**src/sasp_pkg.sv**
```systemverilog
// Package for the serial async / smart-card port: register map, field
// positions, reset values, state enums and the packed carriers.
// Assumes one 100 MHz clock domain and a plain strobe register port.
package sasp_pkg;

  // Register offsets on the 4-bit register port
  localparam logic [3:0] SASP_OFS_MODE   = 4'h0; // serial_mode_reg
  localparam logic [3:0] SASP_OFS_DIV    = 4'h1; // 16x tick divisor
  localparam logic [3:0] SASP_OFS_CTRL   = 4'h2; // serial_control_reg
  localparam logic [3:0] SASP_OFS_TXDATA = 4'h3; // transmit data
  localparam logic [3:0] SASP_OFS_STATUS = 4'h4; // sticky status, write 1 clears bits 6 to 3
  localparam logic [3:0] SASP_OFS_RXDATA = 4'h5; // rx_data_register
  localparam logic [3:0] SASP_OFS_MASK   = 4'h6; // interrupt mask
  localparam logic [3:0] SASP_OFS_CARD   = 4'h7; // card_mode_reg

  // serial_mode_reg fields
  localparam int unsigned SASP_MODE_SYNC     = 7; // Communication mode bit
  localparam int unsigned SASP_MODE_PAR_EN   = 5; // Parity enable
  localparam int unsigned SASP_MODE_PAR_ODD  = 4; // Odd parity
  localparam int unsigned SASP_MODE_TWO_STOP = 3; // Two stop bits

  // serial_control_reg fields
  localparam int unsigned SASP_CTRL_TX_EN  = 5; // transmit_enable
  localparam int unsigned SASP_CTRL_RX_EN  = 4; // receive_enable
  localparam int unsigned SASP_CTRL_CLK_HI = 1; // clock_source_sel_hi
  localparam int unsigned SASP_CTRL_CLK_LO = 0; // clock_source_sel_lo

  // Status and mask fields
  localparam int unsigned SASP_ST_TX_EMPTY = 7; // tx_buffer_empty_flag
  localparam int unsigned SASP_ST_RX_FULL  = 6; // rx_buffer_full_flag
  localparam int unsigned SASP_ST_OVERRUN  = 5; // overrun_error_flag
  localparam int unsigned SASP_ST_FRAMING  = 4; // framing_error_flag
  localparam int unsigned SASP_ST_PARITY   = 3; // parity_error_flag

  // card_mode_reg fields
  localparam int unsigned SASP_CARD_MSB_FIRST = 3; // bit_order_select
  localparam int unsigned SASP_CARD_INVERT    = 2; // data_level_invert
  localparam int unsigned SASP_CARD_SELECT    = 0; // card_interface_select

  // Reset values
  localparam logic [7:0] SASP_RST_MODE   = 8'h00;
  localparam logic [7:0] SASP_RST_DIV    = 8'hff;
  localparam logic [7:0] SASP_RST_CTRL   = 8'h00;
  localparam logic [7:0] SASP_RST_TXDATA = 8'hff;
  localparam logic [7:0] SASP_RST_STATUS = 8'h80;
  localparam logic [7:0] SASP_RST_RXDATA = 8'h00;
  localparam logic [7:0] SASP_RST_MASK   = 8'h00;
  localparam logic [7:0] SASP_RST_CARD   = 8'h00;

  // Oversampling figures: 16 ticks per bit, sample at the eighth
  localparam logic [3:0] SASP_PH_LAST   = 4'hf;
  localparam logic [3:0] SASP_PH_CENTRE = 4'h7;
  localparam logic [3:0] SASP_RX_DATA_LAST = 4'h8;
  localparam logic [3:0] SASP_RX_PAR_IDX   = 4'h9;

  typedef enum logic {SASP_TX_IDLE, SASP_TX_SEND} sasp_tx_st_t;
  typedef enum logic {SASP_RX_IDLE, SASP_RX_BUSY} sasp_rx_st_t;

  // Register port request
  typedef struct packed {
    logic [3:0] addr;
    logic [7:0] wdata;
    logic       wr;
    logic       rd;
  } sasp_bus_req_t;

  // Tick generator state
  typedef struct packed {
    logic [7:0] cnt;
    logic       sck_prev;
    logic       tick;
  } sasp_tick_state_t;

  // Port state
  typedef struct packed {
    logic [7:0]  mode;
    logic [7:0]  div;
    logic [7:0]  ctrl;
    logic [7:0]  txdata;
    logic [7:0]  status;
    logic [7:0]  rxdata;
    logic [7:0]  mask;
    logic [7:0]  card;
    sasp_tx_st_t tx_st;
    logic [11:0] tx_sh;
    logic [3:0]  tx_left;
    logic [3:0]  tx_ph;
    sasp_rx_st_t rx_st;
    logic [3:0]  rx_ph;
    logic [3:0]  rx_idx;
    logic [8:0]  rx_sh;
    logic        txd;
    logic        sck_out;
    logic        sck_oe_n;
    logic        irq;
    logic [7:0]  rdata;
  } sasp_port_state_t;

endpackage

```
**src/sasp_port.sv**
```systemverilog
// Serial async port with smart-card convention handling.
// Assumes one clock, synchronous pins and a strobe register port.
//
// Summary of operation
// - Clock from divider or external pin
// - Clock output rises mid transmitted bit
// - Transmit disable sets empty, resets shifter
// - Receive disable keeps flags and data
// - Card select bit enables card operation
// - Direct convention: LSB first, one is Z
// - Inverse convention: MSB first, one is A
// - Inversion covers data only; parity taken on line data
// - Card frames always carry parity; sense from the mode register
`timescale 1ns/10ps
`default_nettype none

module sasp_port (
  input  wire logic                    clk,
  input  wire logic                    sys_rst,
  input  wire sasp_pkg::sasp_bus_req_t bus,
  output var  logic [7:0]              rdata,
  input  wire logic                    rxd,
  output var  logic                    txd,
  input  wire logic                    sck_in,
  output var  logic                    sck_out,
  output var  logic                    sck_oe_n,
  output var  logic                    irq
);

  sasp_pkg::sasp_port_state_t q;
  sasp_pkg::sasp_port_state_t d;
  logic                       tick;

  // Bit order and data level conversion; self-inverse, so shared by both ways
  function automatic logic [7:0] sasp_conv(input logic [7:0] v,
                                           input logic       msb_first,
                                           input logic       inv);
    logic [7:0] r;
    r = v;
    if (msb_first)
    begin
      for (int i = 0; i < 8; i++)
      begin
        r[i] = v[7 - i];
      end
    end
    if (inv)
    begin
      r = ~r;
    end
    return r;
  endfunction

  // Parity bit for the data as it stands on the line
  function automatic logic sasp_par(input logic [7:0] line_data,
                                    input logic       odd);
    return (^line_data) ^ odd;
  endfunction

  // Sixteen-times tick source
  sasp_baud_tick u_tick (
    .clk     (clk),
    .sys_rst (sys_rst),
    .divisor (q.div),
    .use_ext (q.ctrl[sasp_pkg::SASP_CTRL_CLK_HI]),
    .sck_in  (sck_in),
    .tick    (tick)
  );

  // Next-state logic
  always_comb
  begin
    logic       te;
    logic       re;
    logic       card;
    logic       msb_first;
    logic       inv;
    logic       odd;
    logic       par_en;
    logic [7:0] line_data;
    logic [7:0] rx_line;
    logic       rx_par;
    logic [7:0] ev;
    logic [7:0] clr;
    te        = q.ctrl[sasp_pkg::SASP_CTRL_TX_EN];
    re        = q.ctrl[sasp_pkg::SASP_CTRL_RX_EN];
    card      = q.card[sasp_pkg::SASP_CARD_SELECT];
    msb_first = card & q.card[sasp_pkg::SASP_CARD_MSB_FIRST];
    inv       = card & q.card[sasp_pkg::SASP_CARD_INVERT];
    odd       = q.mode[sasp_pkg::SASP_MODE_PAR_ODD];
    par_en    = card | q.mode[sasp_pkg::SASP_MODE_PAR_EN];
    line_data = sasp_conv(q.txdata, msb_first, inv);
    rx_line   = q.rx_sh[8:1];
    rx_par    = 1'b0;
    ev        = 8'h00;
    clr       = 8'h00;
    d         = q;
    d.rdata   = 8'h00;

    // Transmit phase counter; its upper bit is the bit-rate clock output
    if (!te)
    begin
      d.tx_ph = 4'h0;
    end
    else if (tick)
    begin
      d.tx_ph = q.tx_ph + 4'h1;
    end

    // Transmitter: shift out one bit per sixteen ticks
    if (!te)
    begin
      d.tx_st   = sasp_pkg::SASP_TX_IDLE;
      d.tx_sh   = 12'hfff;
      d.tx_left = 4'h0;
      ev[sasp_pkg::SASP_ST_TX_EMPTY] = 1'b1;
    end
    else if (tick && q.tx_ph == sasp_pkg::SASP_PH_LAST)
    begin
      case (q.tx_st)
        sasp_pkg::SASP_TX_IDLE:
        begin
          if (!q.status[sasp_pkg::SASP_ST_TX_EMPTY])
          begin
            // Frame: start, data, optional parity, stop bits
            if (par_en)
            begin
              d.tx_sh = {2'b11, sasp_par(line_data, odd), line_data, 1'b0};
              d.tx_left = 4'ha + {3'h0, q.mode[sasp_pkg::SASP_MODE_TWO_STOP]};
            end
            else
            begin
              d.tx_sh = {3'b111, line_data, 1'b0};
              d.tx_left = 4'h9 + {3'h0, q.mode[sasp_pkg::SASP_MODE_TWO_STOP]};
            end
            d.tx_st = sasp_pkg::SASP_TX_SEND;
            ev[sasp_pkg::SASP_ST_TX_EMPTY] = 1'b1;
          end
        end
        sasp_pkg::SASP_TX_SEND:
        begin
          d.tx_sh   = {1'b1, q.tx_sh[11:1]};
          d.tx_left = q.tx_left - 4'h1;
          if (q.tx_left == 4'h1)
          begin
            d.tx_st = sasp_pkg::SASP_TX_IDLE;
          end
        end
        default:
        begin
          d.tx_st = sasp_pkg::SASP_TX_IDLE;
        end
      endcase
    end

    // Receiver: start edge found on a tick, then sample each bit centre
    if (!re)
    begin
      d.rx_st  = sasp_pkg::SASP_RX_IDLE;
      d.rx_ph  = 4'h0;
      d.rx_idx = 4'h0;
    end
    else if (tick)
    begin
      case (q.rx_st)
        sasp_pkg::SASP_RX_IDLE:
        begin
          if (!rxd)
          begin
            d.rx_st  = sasp_pkg::SASP_RX_BUSY;
            d.rx_ph  = 4'h0;
            d.rx_idx = 4'h0;
          end
        end
        sasp_pkg::SASP_RX_BUSY:
        begin
          d.rx_ph = q.rx_ph + 4'h1;
          if (q.rx_ph == sasp_pkg::SASP_PH_CENTRE)
          begin
            if (q.rx_idx == 4'h0)
            begin
              // A start bit gone high by its centre was a glitch
              if (rxd)
              begin
                d.rx_st = sasp_pkg::SASP_RX_IDLE;
              end
              else
              begin
                d.rx_idx = 4'h1;
              end
            end
            else if (q.rx_idx <= sasp_pkg::SASP_RX_DATA_LAST ||
                     (par_en && q.rx_idx == sasp_pkg::SASP_RX_PAR_IDX))
            begin
              d.rx_sh  = {rxd, q.rx_sh[8:1]};
              d.rx_idx = q.rx_idx + 4'h1;
            end
            else
            begin
              // Stop bit: close the character
              d.rx_st = sasp_pkg::SASP_RX_IDLE;
              if (par_en)
              begin
                rx_line = q.rx_sh[7:0];
                rx_par  = q.rx_sh[8];
              end
              if (q.status[sasp_pkg::SASP_ST_RX_FULL])
              begin
                ev[sasp_pkg::SASP_ST_OVERRUN] = 1'b1;
              end
              else
              begin
                d.rxdata = sasp_conv(rx_line, msb_first, inv);
                ev[sasp_pkg::SASP_ST_RX_FULL] = 1'b1;
                ev[sasp_pkg::SASP_ST_FRAMING] = ~rxd;
                ev[sasp_pkg::SASP_ST_PARITY] =
                  par_en & (rx_par != sasp_par(rx_line, odd));
              end
            end
          end
        end
        default:
        begin
          d.rx_st = sasp_pkg::SASP_RX_IDLE;
        end
      endcase
    end

    // Register writes
    if (bus.wr)
    begin
      if (bus.addr == sasp_pkg::SASP_OFS_MODE)
      begin
        d.mode = bus.wdata;
      end
      else if (bus.addr == sasp_pkg::SASP_OFS_DIV)
      begin
        d.div = bus.wdata;
      end
      else if (bus.addr == sasp_pkg::SASP_OFS_CTRL)
      begin
        d.ctrl = bus.wdata;
      end
      else if (bus.addr == sasp_pkg::SASP_OFS_TXDATA)
      begin
        d.txdata = bus.wdata;
        clr[sasp_pkg::SASP_ST_TX_EMPTY] = 1'b1;
      end
      else if (bus.addr == sasp_pkg::SASP_OFS_STATUS)
      begin
        clr = bus.wdata & 8'h78;
      end
      else if (bus.addr == sasp_pkg::SASP_OFS_MASK)
      begin
        d.mask = bus.wdata & 8'hf8;
      end
      else if (bus.addr == sasp_pkg::SASP_OFS_CARD)
      begin
        d.card = bus.wdata & 8'h0d;
      end
    end

    // Sticky flags: an event in the clearing cycle wins
    d.status = ((q.status & ~clr) | ev) & 8'hf8;

    // Register reads; data stands in the following cycle
    if (bus.rd)
    begin
      if (bus.addr == sasp_pkg::SASP_OFS_MODE)
      begin
        d.rdata = q.mode;
      end
      else if (bus.addr == sasp_pkg::SASP_OFS_DIV)
      begin
        d.rdata = q.div;
      end
      else if (bus.addr == sasp_pkg::SASP_OFS_CTRL)
      begin
        d.rdata = q.ctrl;
      end
      else if (bus.addr == sasp_pkg::SASP_OFS_TXDATA)
      begin
        d.rdata = q.txdata;
      end
      else if (bus.addr == sasp_pkg::SASP_OFS_STATUS)
      begin
        d.rdata = q.status;
      end
      else if (bus.addr == sasp_pkg::SASP_OFS_RXDATA)
      begin
        d.rdata = q.rxdata;
      end
      else if (bus.addr == sasp_pkg::SASP_OFS_MASK)
      begin
        d.rdata = q.mask;
      end
      else if (bus.addr == sasp_pkg::SASP_OFS_CARD)
      begin
        d.rdata = q.card;
      end
      else
      begin
        d.rdata = 8'h00;
      end
    end

    // Pins: line idles at one; clock driven only from the internal source
    d.txd      = (d.tx_st == sasp_pkg::SASP_TX_SEND) ? d.tx_sh[0] : 1'b1;
    d.sck_out  = d.tx_ph[3];
    d.sck_oe_n = ~(~d.ctrl[sasp_pkg::SASP_CTRL_CLK_HI] &
                   (d.ctrl[sasp_pkg::SASP_CTRL_CLK_LO] |
                    d.mode[sasp_pkg::SASP_MODE_SYNC]));
    d.irq      = |(d.status & d.mask);
  end

  // State register
  always_ff @(posedge clk)
  begin
    if (sys_rst)
    begin
      q          <= '0;
      q.mode     <= sasp_pkg::SASP_RST_MODE;
      q.div      <= sasp_pkg::SASP_RST_DIV;
      q.ctrl     <= sasp_pkg::SASP_RST_CTRL;
      q.txdata   <= sasp_pkg::SASP_RST_TXDATA;
      q.status   <= sasp_pkg::SASP_RST_STATUS;
      q.rxdata   <= sasp_pkg::SASP_RST_RXDATA;
      q.mask     <= sasp_pkg::SASP_RST_MASK;
      q.card     <= sasp_pkg::SASP_RST_CARD;
      q.tx_st    <= sasp_pkg::SASP_TX_IDLE;
      q.tx_sh    <= 12'hfff;
      q.rx_st    <= sasp_pkg::SASP_RX_IDLE;
      q.txd      <= 1'b1;
      q.sck_oe_n <= 1'b1;
    end
    else
    begin
      q <= d;
    end
  end

  // Outputs straight from the state flops
  assign rdata    = q.rdata;
  assign txd      = q.txd;
  assign sck_out  = q.sck_out;
  assign sck_oe_n = q.sck_oe_n;
  assign irq      = q.irq;

endmodule

`default_nettype wire

```
**src/sasp_baud_tick.sv**
```systemverilog
// Sixteen-times bit clock source: internal divider or external pin edges.
// Assumes the clock pin level arrives synchronous to clk.
`timescale 1ns/10ps
`default_nettype none

module sasp_baud_tick (
  input  wire logic       clk,
  input  wire logic       sys_rst,
  input  wire logic [7:0] divisor,
  input  wire logic       use_ext,
  input  wire logic       sck_in,
  output var  logic       tick
);

  sasp_pkg::sasp_tick_state_t q;
  sasp_pkg::sasp_tick_state_t d;

  // One tick per divisor+1 clocks, or per rising edge of the external clock
  always_comb
  begin
    d          = q;
    d.tick     = 1'b0;
    d.sck_prev = sck_in;
    if (use_ext)
    begin
      d.cnt  = 8'h00;
      d.tick = sck_in & ~q.sck_prev;
    end
    else if (q.cnt >= divisor)
    begin
      d.cnt  = 8'h00;
      d.tick = 1'b1;
    end
    else
    begin
      d.cnt = q.cnt + 8'h01;
    end
  end

  // State register
  always_ff @(posedge clk)
  begin
    if (sys_rst)
    begin
      q <= '0;
    end
    else
    begin
      q <= d;
    end
  end

  assign tick = q.tick;

endmodule

`default_nettype wire

```
**config.mk**
```make
export PLATFORM = sky130hd
export DESIGN_NAME = sasp_port
export DESIGN_NICKNAME = d
export VERILOG_FILES = /design/src/sasp_pkg.sv /design/src/sasp_port.sv /design/src/sasp_baud_tick.sv
export SDC_FILE = /design/constraint.sdc
export NUM_CORES = 1
export LEC_CHECK = 0
export BUFFER_PORTS_ARGS = -buffer_cell sky130_fd_sc_hd__buf_2
export CORE_ASPECT_RATIO = 1.5
export CORE_MARGIN = 2
export CORE_UTILIZATION = 55
export CTS_CLUSTER_SIZE = 12
export DETAILED_ROUTE_END_ITERATION = 7
export PLACE_DENSITY = 0.8
export SLEW_MARGIN = 20
export SYNTH_ARGS = -nofsm -noshare
export SYNTH_HDL_FRONTEND = slang
export SYNTH_SLANG_ARGS = --single-unit
```
**constraint.sdc**
```tcl
create_clock -name clk -period 4.59 [get_ports clk]
set_input_delay 0.6885 -clock clk [delete_from_list [all_inputs] [get_ports clk]]
set_output_delay 0.6885 -clock clk [all_outputs]
set_load 0.03 [all_outputs]
```
==> key figures <==
Outcome
  • Status: complete, no violations

Setup path
  • Critical path endpoint category: flip-flop
  • Crit-path slowest cell: dfxtp_1
  • Kind of start point of the critical path: flip-flop
  • WP data arrival: between 2 and 3 ns
  • CP peak stage delay: 0.74 ns
  • Worst Path Buf+Inv: 0
  • CP Cell Sequence: nor2_2 > o211ai_2 > and4_4 > and3_1 > mux2i_1 > nor2_1
  • Crit Path Class: flip-flop to flip-flop
  • Worst r2r dst: q[14]
  • Crit-path max FO: 19
  • Cell family with most CP delay: simple AND/OR/NAND/NOR gates
  • Crit Reg-Reg Startpoint: q[112]
  • FF-to-FF setup slack: 2.03 ns
  • Required @ worst endpoint: roughly 5 ns
  • R2R cell count: 6

Global routing
  • Total track usage: 26.1%
  • Via count of the first global-routing pass: 4881
  • GRT overflow: 0
  • First-pass GRT wire length: between 20000 and 25000 µm
  • Largest net degree at the start of global routing: 37
  • Antenna violations before repair: 0

Die
  • Die area: 11600 µm²
  • Core ar.: between 10000 and 15000 µm²
  • Die width: 88.6 µm
  • FP Rows: 46
  • IO Pins: 30
  • Die Y: approximately 130 µm
  • Initial Util: 56.0%

Clock network
  • H-Tree Depth: 4
  • CTS Buf Count: 17
  • Setup Fix Bufs, Post-CTS: 0
  • CTS tree: yes
  • Clock Path Buffers: 2
  • Clock latency on the worst-skew pair: a little over 0.4 ns
  • CTS clk-pin slew, worst paths: 0.06 ns
  • Hold Buf Count CTS: 0
  • Root Buffer: clkbuf_16
  • Post_cts resized: 0
  • Clk sink count: 113

Pwr
  • Psw: 584 µW
  • Lkg Pwr: approximately 0.0026 µW
  • Reg power frac: 39.6%
  • Switching share of power: 23.1%
  • Pwr dens: approximately 380 nW/µm²
  • Combinational Power Share: 4.7%
  • Max VDD drop: 269 µV
  • Pint: 1950 µW
  • Clock power share: 55.7%

Place
  • PortBufs: 29
  • HPWL Detailed: 9970 µm
  • Dpl cells: 800
  • Gpl congestion: 0.937
  • Pre-CTS setup slack: around 1.9 ns
  • Placed Area: about 6000 µm²

Synthesis
  • Synthesized instance count: 671
  • Average size of a mapped cell: 8.79 µm²
  • Warnings, synthesis: 0
  • FFs w/ async S/R, synth: 0%
  • Post-Syn Area: 5900 µm²
  • Yosys reg bits: 113
  • Seq/Total Area, Yosys: 38.4%
  • Mapped Nets: 705
  • Yosys cell types: 66
  • Number of enable flip-flop cells after synthesis: 0
  • Synth Flop Type: dfxtp_1

Drt
  • DRC errors left: 0
  • Drt first pass iters: 5
  • Via-to-Cell Ratio: 5.93
  • Vias: 4937
  • Final wirelength: 14300 µm
  • Initial DRC count: 328
  • WL/cell: between 15 and 20 µm
  • Final ANT Viol Nets: 0

Final layout
  • Inserted Diodes: 0
  • Finished Cell Area: 6640 µm²
  • Most common cell after layout, fill and taps aside: dfxtp_1
  • Layout Nets: 709
  • Commonest cells after routing, fill and taps aside: dfxtp_1, nor2_1, mux2i_1
  • Share of layout cells above drive strength 1: between 10% and 20%
  • Filler cells: 843
  • Layout Cells excl Fill: 832
  • Area Growth Syn to Fin: 12.6%

STA
  • Setup Viol. Count Final: 0
  • Unrepaired setup endpoints after global routing: false
  • Final worst path period need: 2.56 ns
  • Final worst slack: 2.03 ns
  • Setup TNS: 0 ns
  • Fin. max-slew vios: 0
  • Fin crit share: 55.8%
  • Worst Skew: around 0.0052 ns
  • Fmax: 390 MHz
  • Final hold viol count: 0
  • Worst hold slack: 0.456 ns
  • Slew headroom: between 30% and 40%
  • Worst slew pin tran: 1.02 ns

Worst hold path
  • Hold Crit Class: flip-flop to flip-flop
  • Hold path depth: 1
  • Hold EP: q[49]
  • Hold path startpoint: q[49]

Job
  • Number of max-cap violations: 0
## how the worst max path moves through the flow
| stage | depth (start not counted) | start | to | slack, ns |
|---|---|---|---|---|
| 2_1_floorplan | 7 | bus[13] | q[100] | 2.46 |
| 3_3_place_gp | 7 | bus[11] | irq | 2.04 |
| 3_5_place_dp | 7 | bus[11] | irq | 1.95 |
| 4_1_cts | 5 | u_tick.tick | q[47] | 2.03 |
| 5_1_grt | 6 | q[112] | q[18] | 1.83 |
| 6_report | 6 | q[112] | q[14] | 2.03 |
## Yosys cell counts (18+ instances only)
master / instances / area [µm²]
dfxtp_1: 113 / 2260
nor2_1: 75 / 282
mux2i_1: 54 / 541
a21oi_1: 45 / 225
nand2_1: 41 / 154
o21ai_0: 27 / 135
nand3_1: 26 / 130
xnor2_1: 24 / 210
inv_1: 23 / 86.3
clkbuf_1: 22 / 82.6
xor2_1: 19 / 166
nor2b_1: 18 / 113
## state kept, by name, indices dropped and copies added (netlist names)
signal / flops
rdata: 8
txd: 1
sck_oe_n: 1
q: 92
irq: 1
u_tick.tick: 1
u_tick.q: 9
## logic make-up after synthesis
| group | after synthesis | synth area share (%) |
|---|---|---|
| adders and majority gates | 16 | 3.39 |
| xor gates and xnor gates | 43 | 6.39 |
| and+or+nand+nor | 218 | 18.6 |
| AOI/OAI and AO/OA | 154 | 17.9 |
| muxes | 56 | 9.74 |
| DFF | 113 | 38.4 |
| buffers and inverters | 71 | 5.64 |
## cell type report
type / instances / area, µm² / share of cell area, %
Multi-Input combinational cell: 487 / 3300 / 49.8
Sequential cell: 113 / 2260 / 34.1
Clock buffer: 17 / 425 / 6.41
Clock inverter: 15 / 206 / 3.11
Tap cell: 144 / 180 / 2.71
Timing Repair Buffer: 33 / 175 / 2.64
Inverter: 23 / 86.3 / 1.30
## through the flow
stage                     power, µW  utilization [%]
after global placement         1140             57.0
after detailed placement       1140             57.0
after global routing           2610             63.0
after CTS                      2550             63.0
after floorplan                1100                -
final                          2530             63.0
## layer usage
metal	global-route usage, %	vias up	wire, µm
met1	28.4	2377	5550
met4	14.0	0	534
met2	46.0	147	7490
met3	6.16	40	683
met5	0	-	0
li1	-	2373	-
## power by group through the flow
| stage | clock, µW | combinational [µW] | sequential (µW) |
|---|---|---|---|
| global route | 1470 | 128 | 1000 |
| detailed placement | 0 | 117 | 1020 |
| floorplan | 0 | 83.8 | 1020 |
| global placement | 0 | 114 | 1020 |
| finish | 1410 | 119 | 1000 |
| CTS | 1430 | 118 | 1000 |
## worst reg2reg max path: cells and delay by family, from the launching register on
family	cells	cell delay [ns]
compound gates	1	0.37
flops	1	0.74
mux	1	0.28
simple gates	4	1.05
No activity file was read; power rests on OpenSTA's default activity.
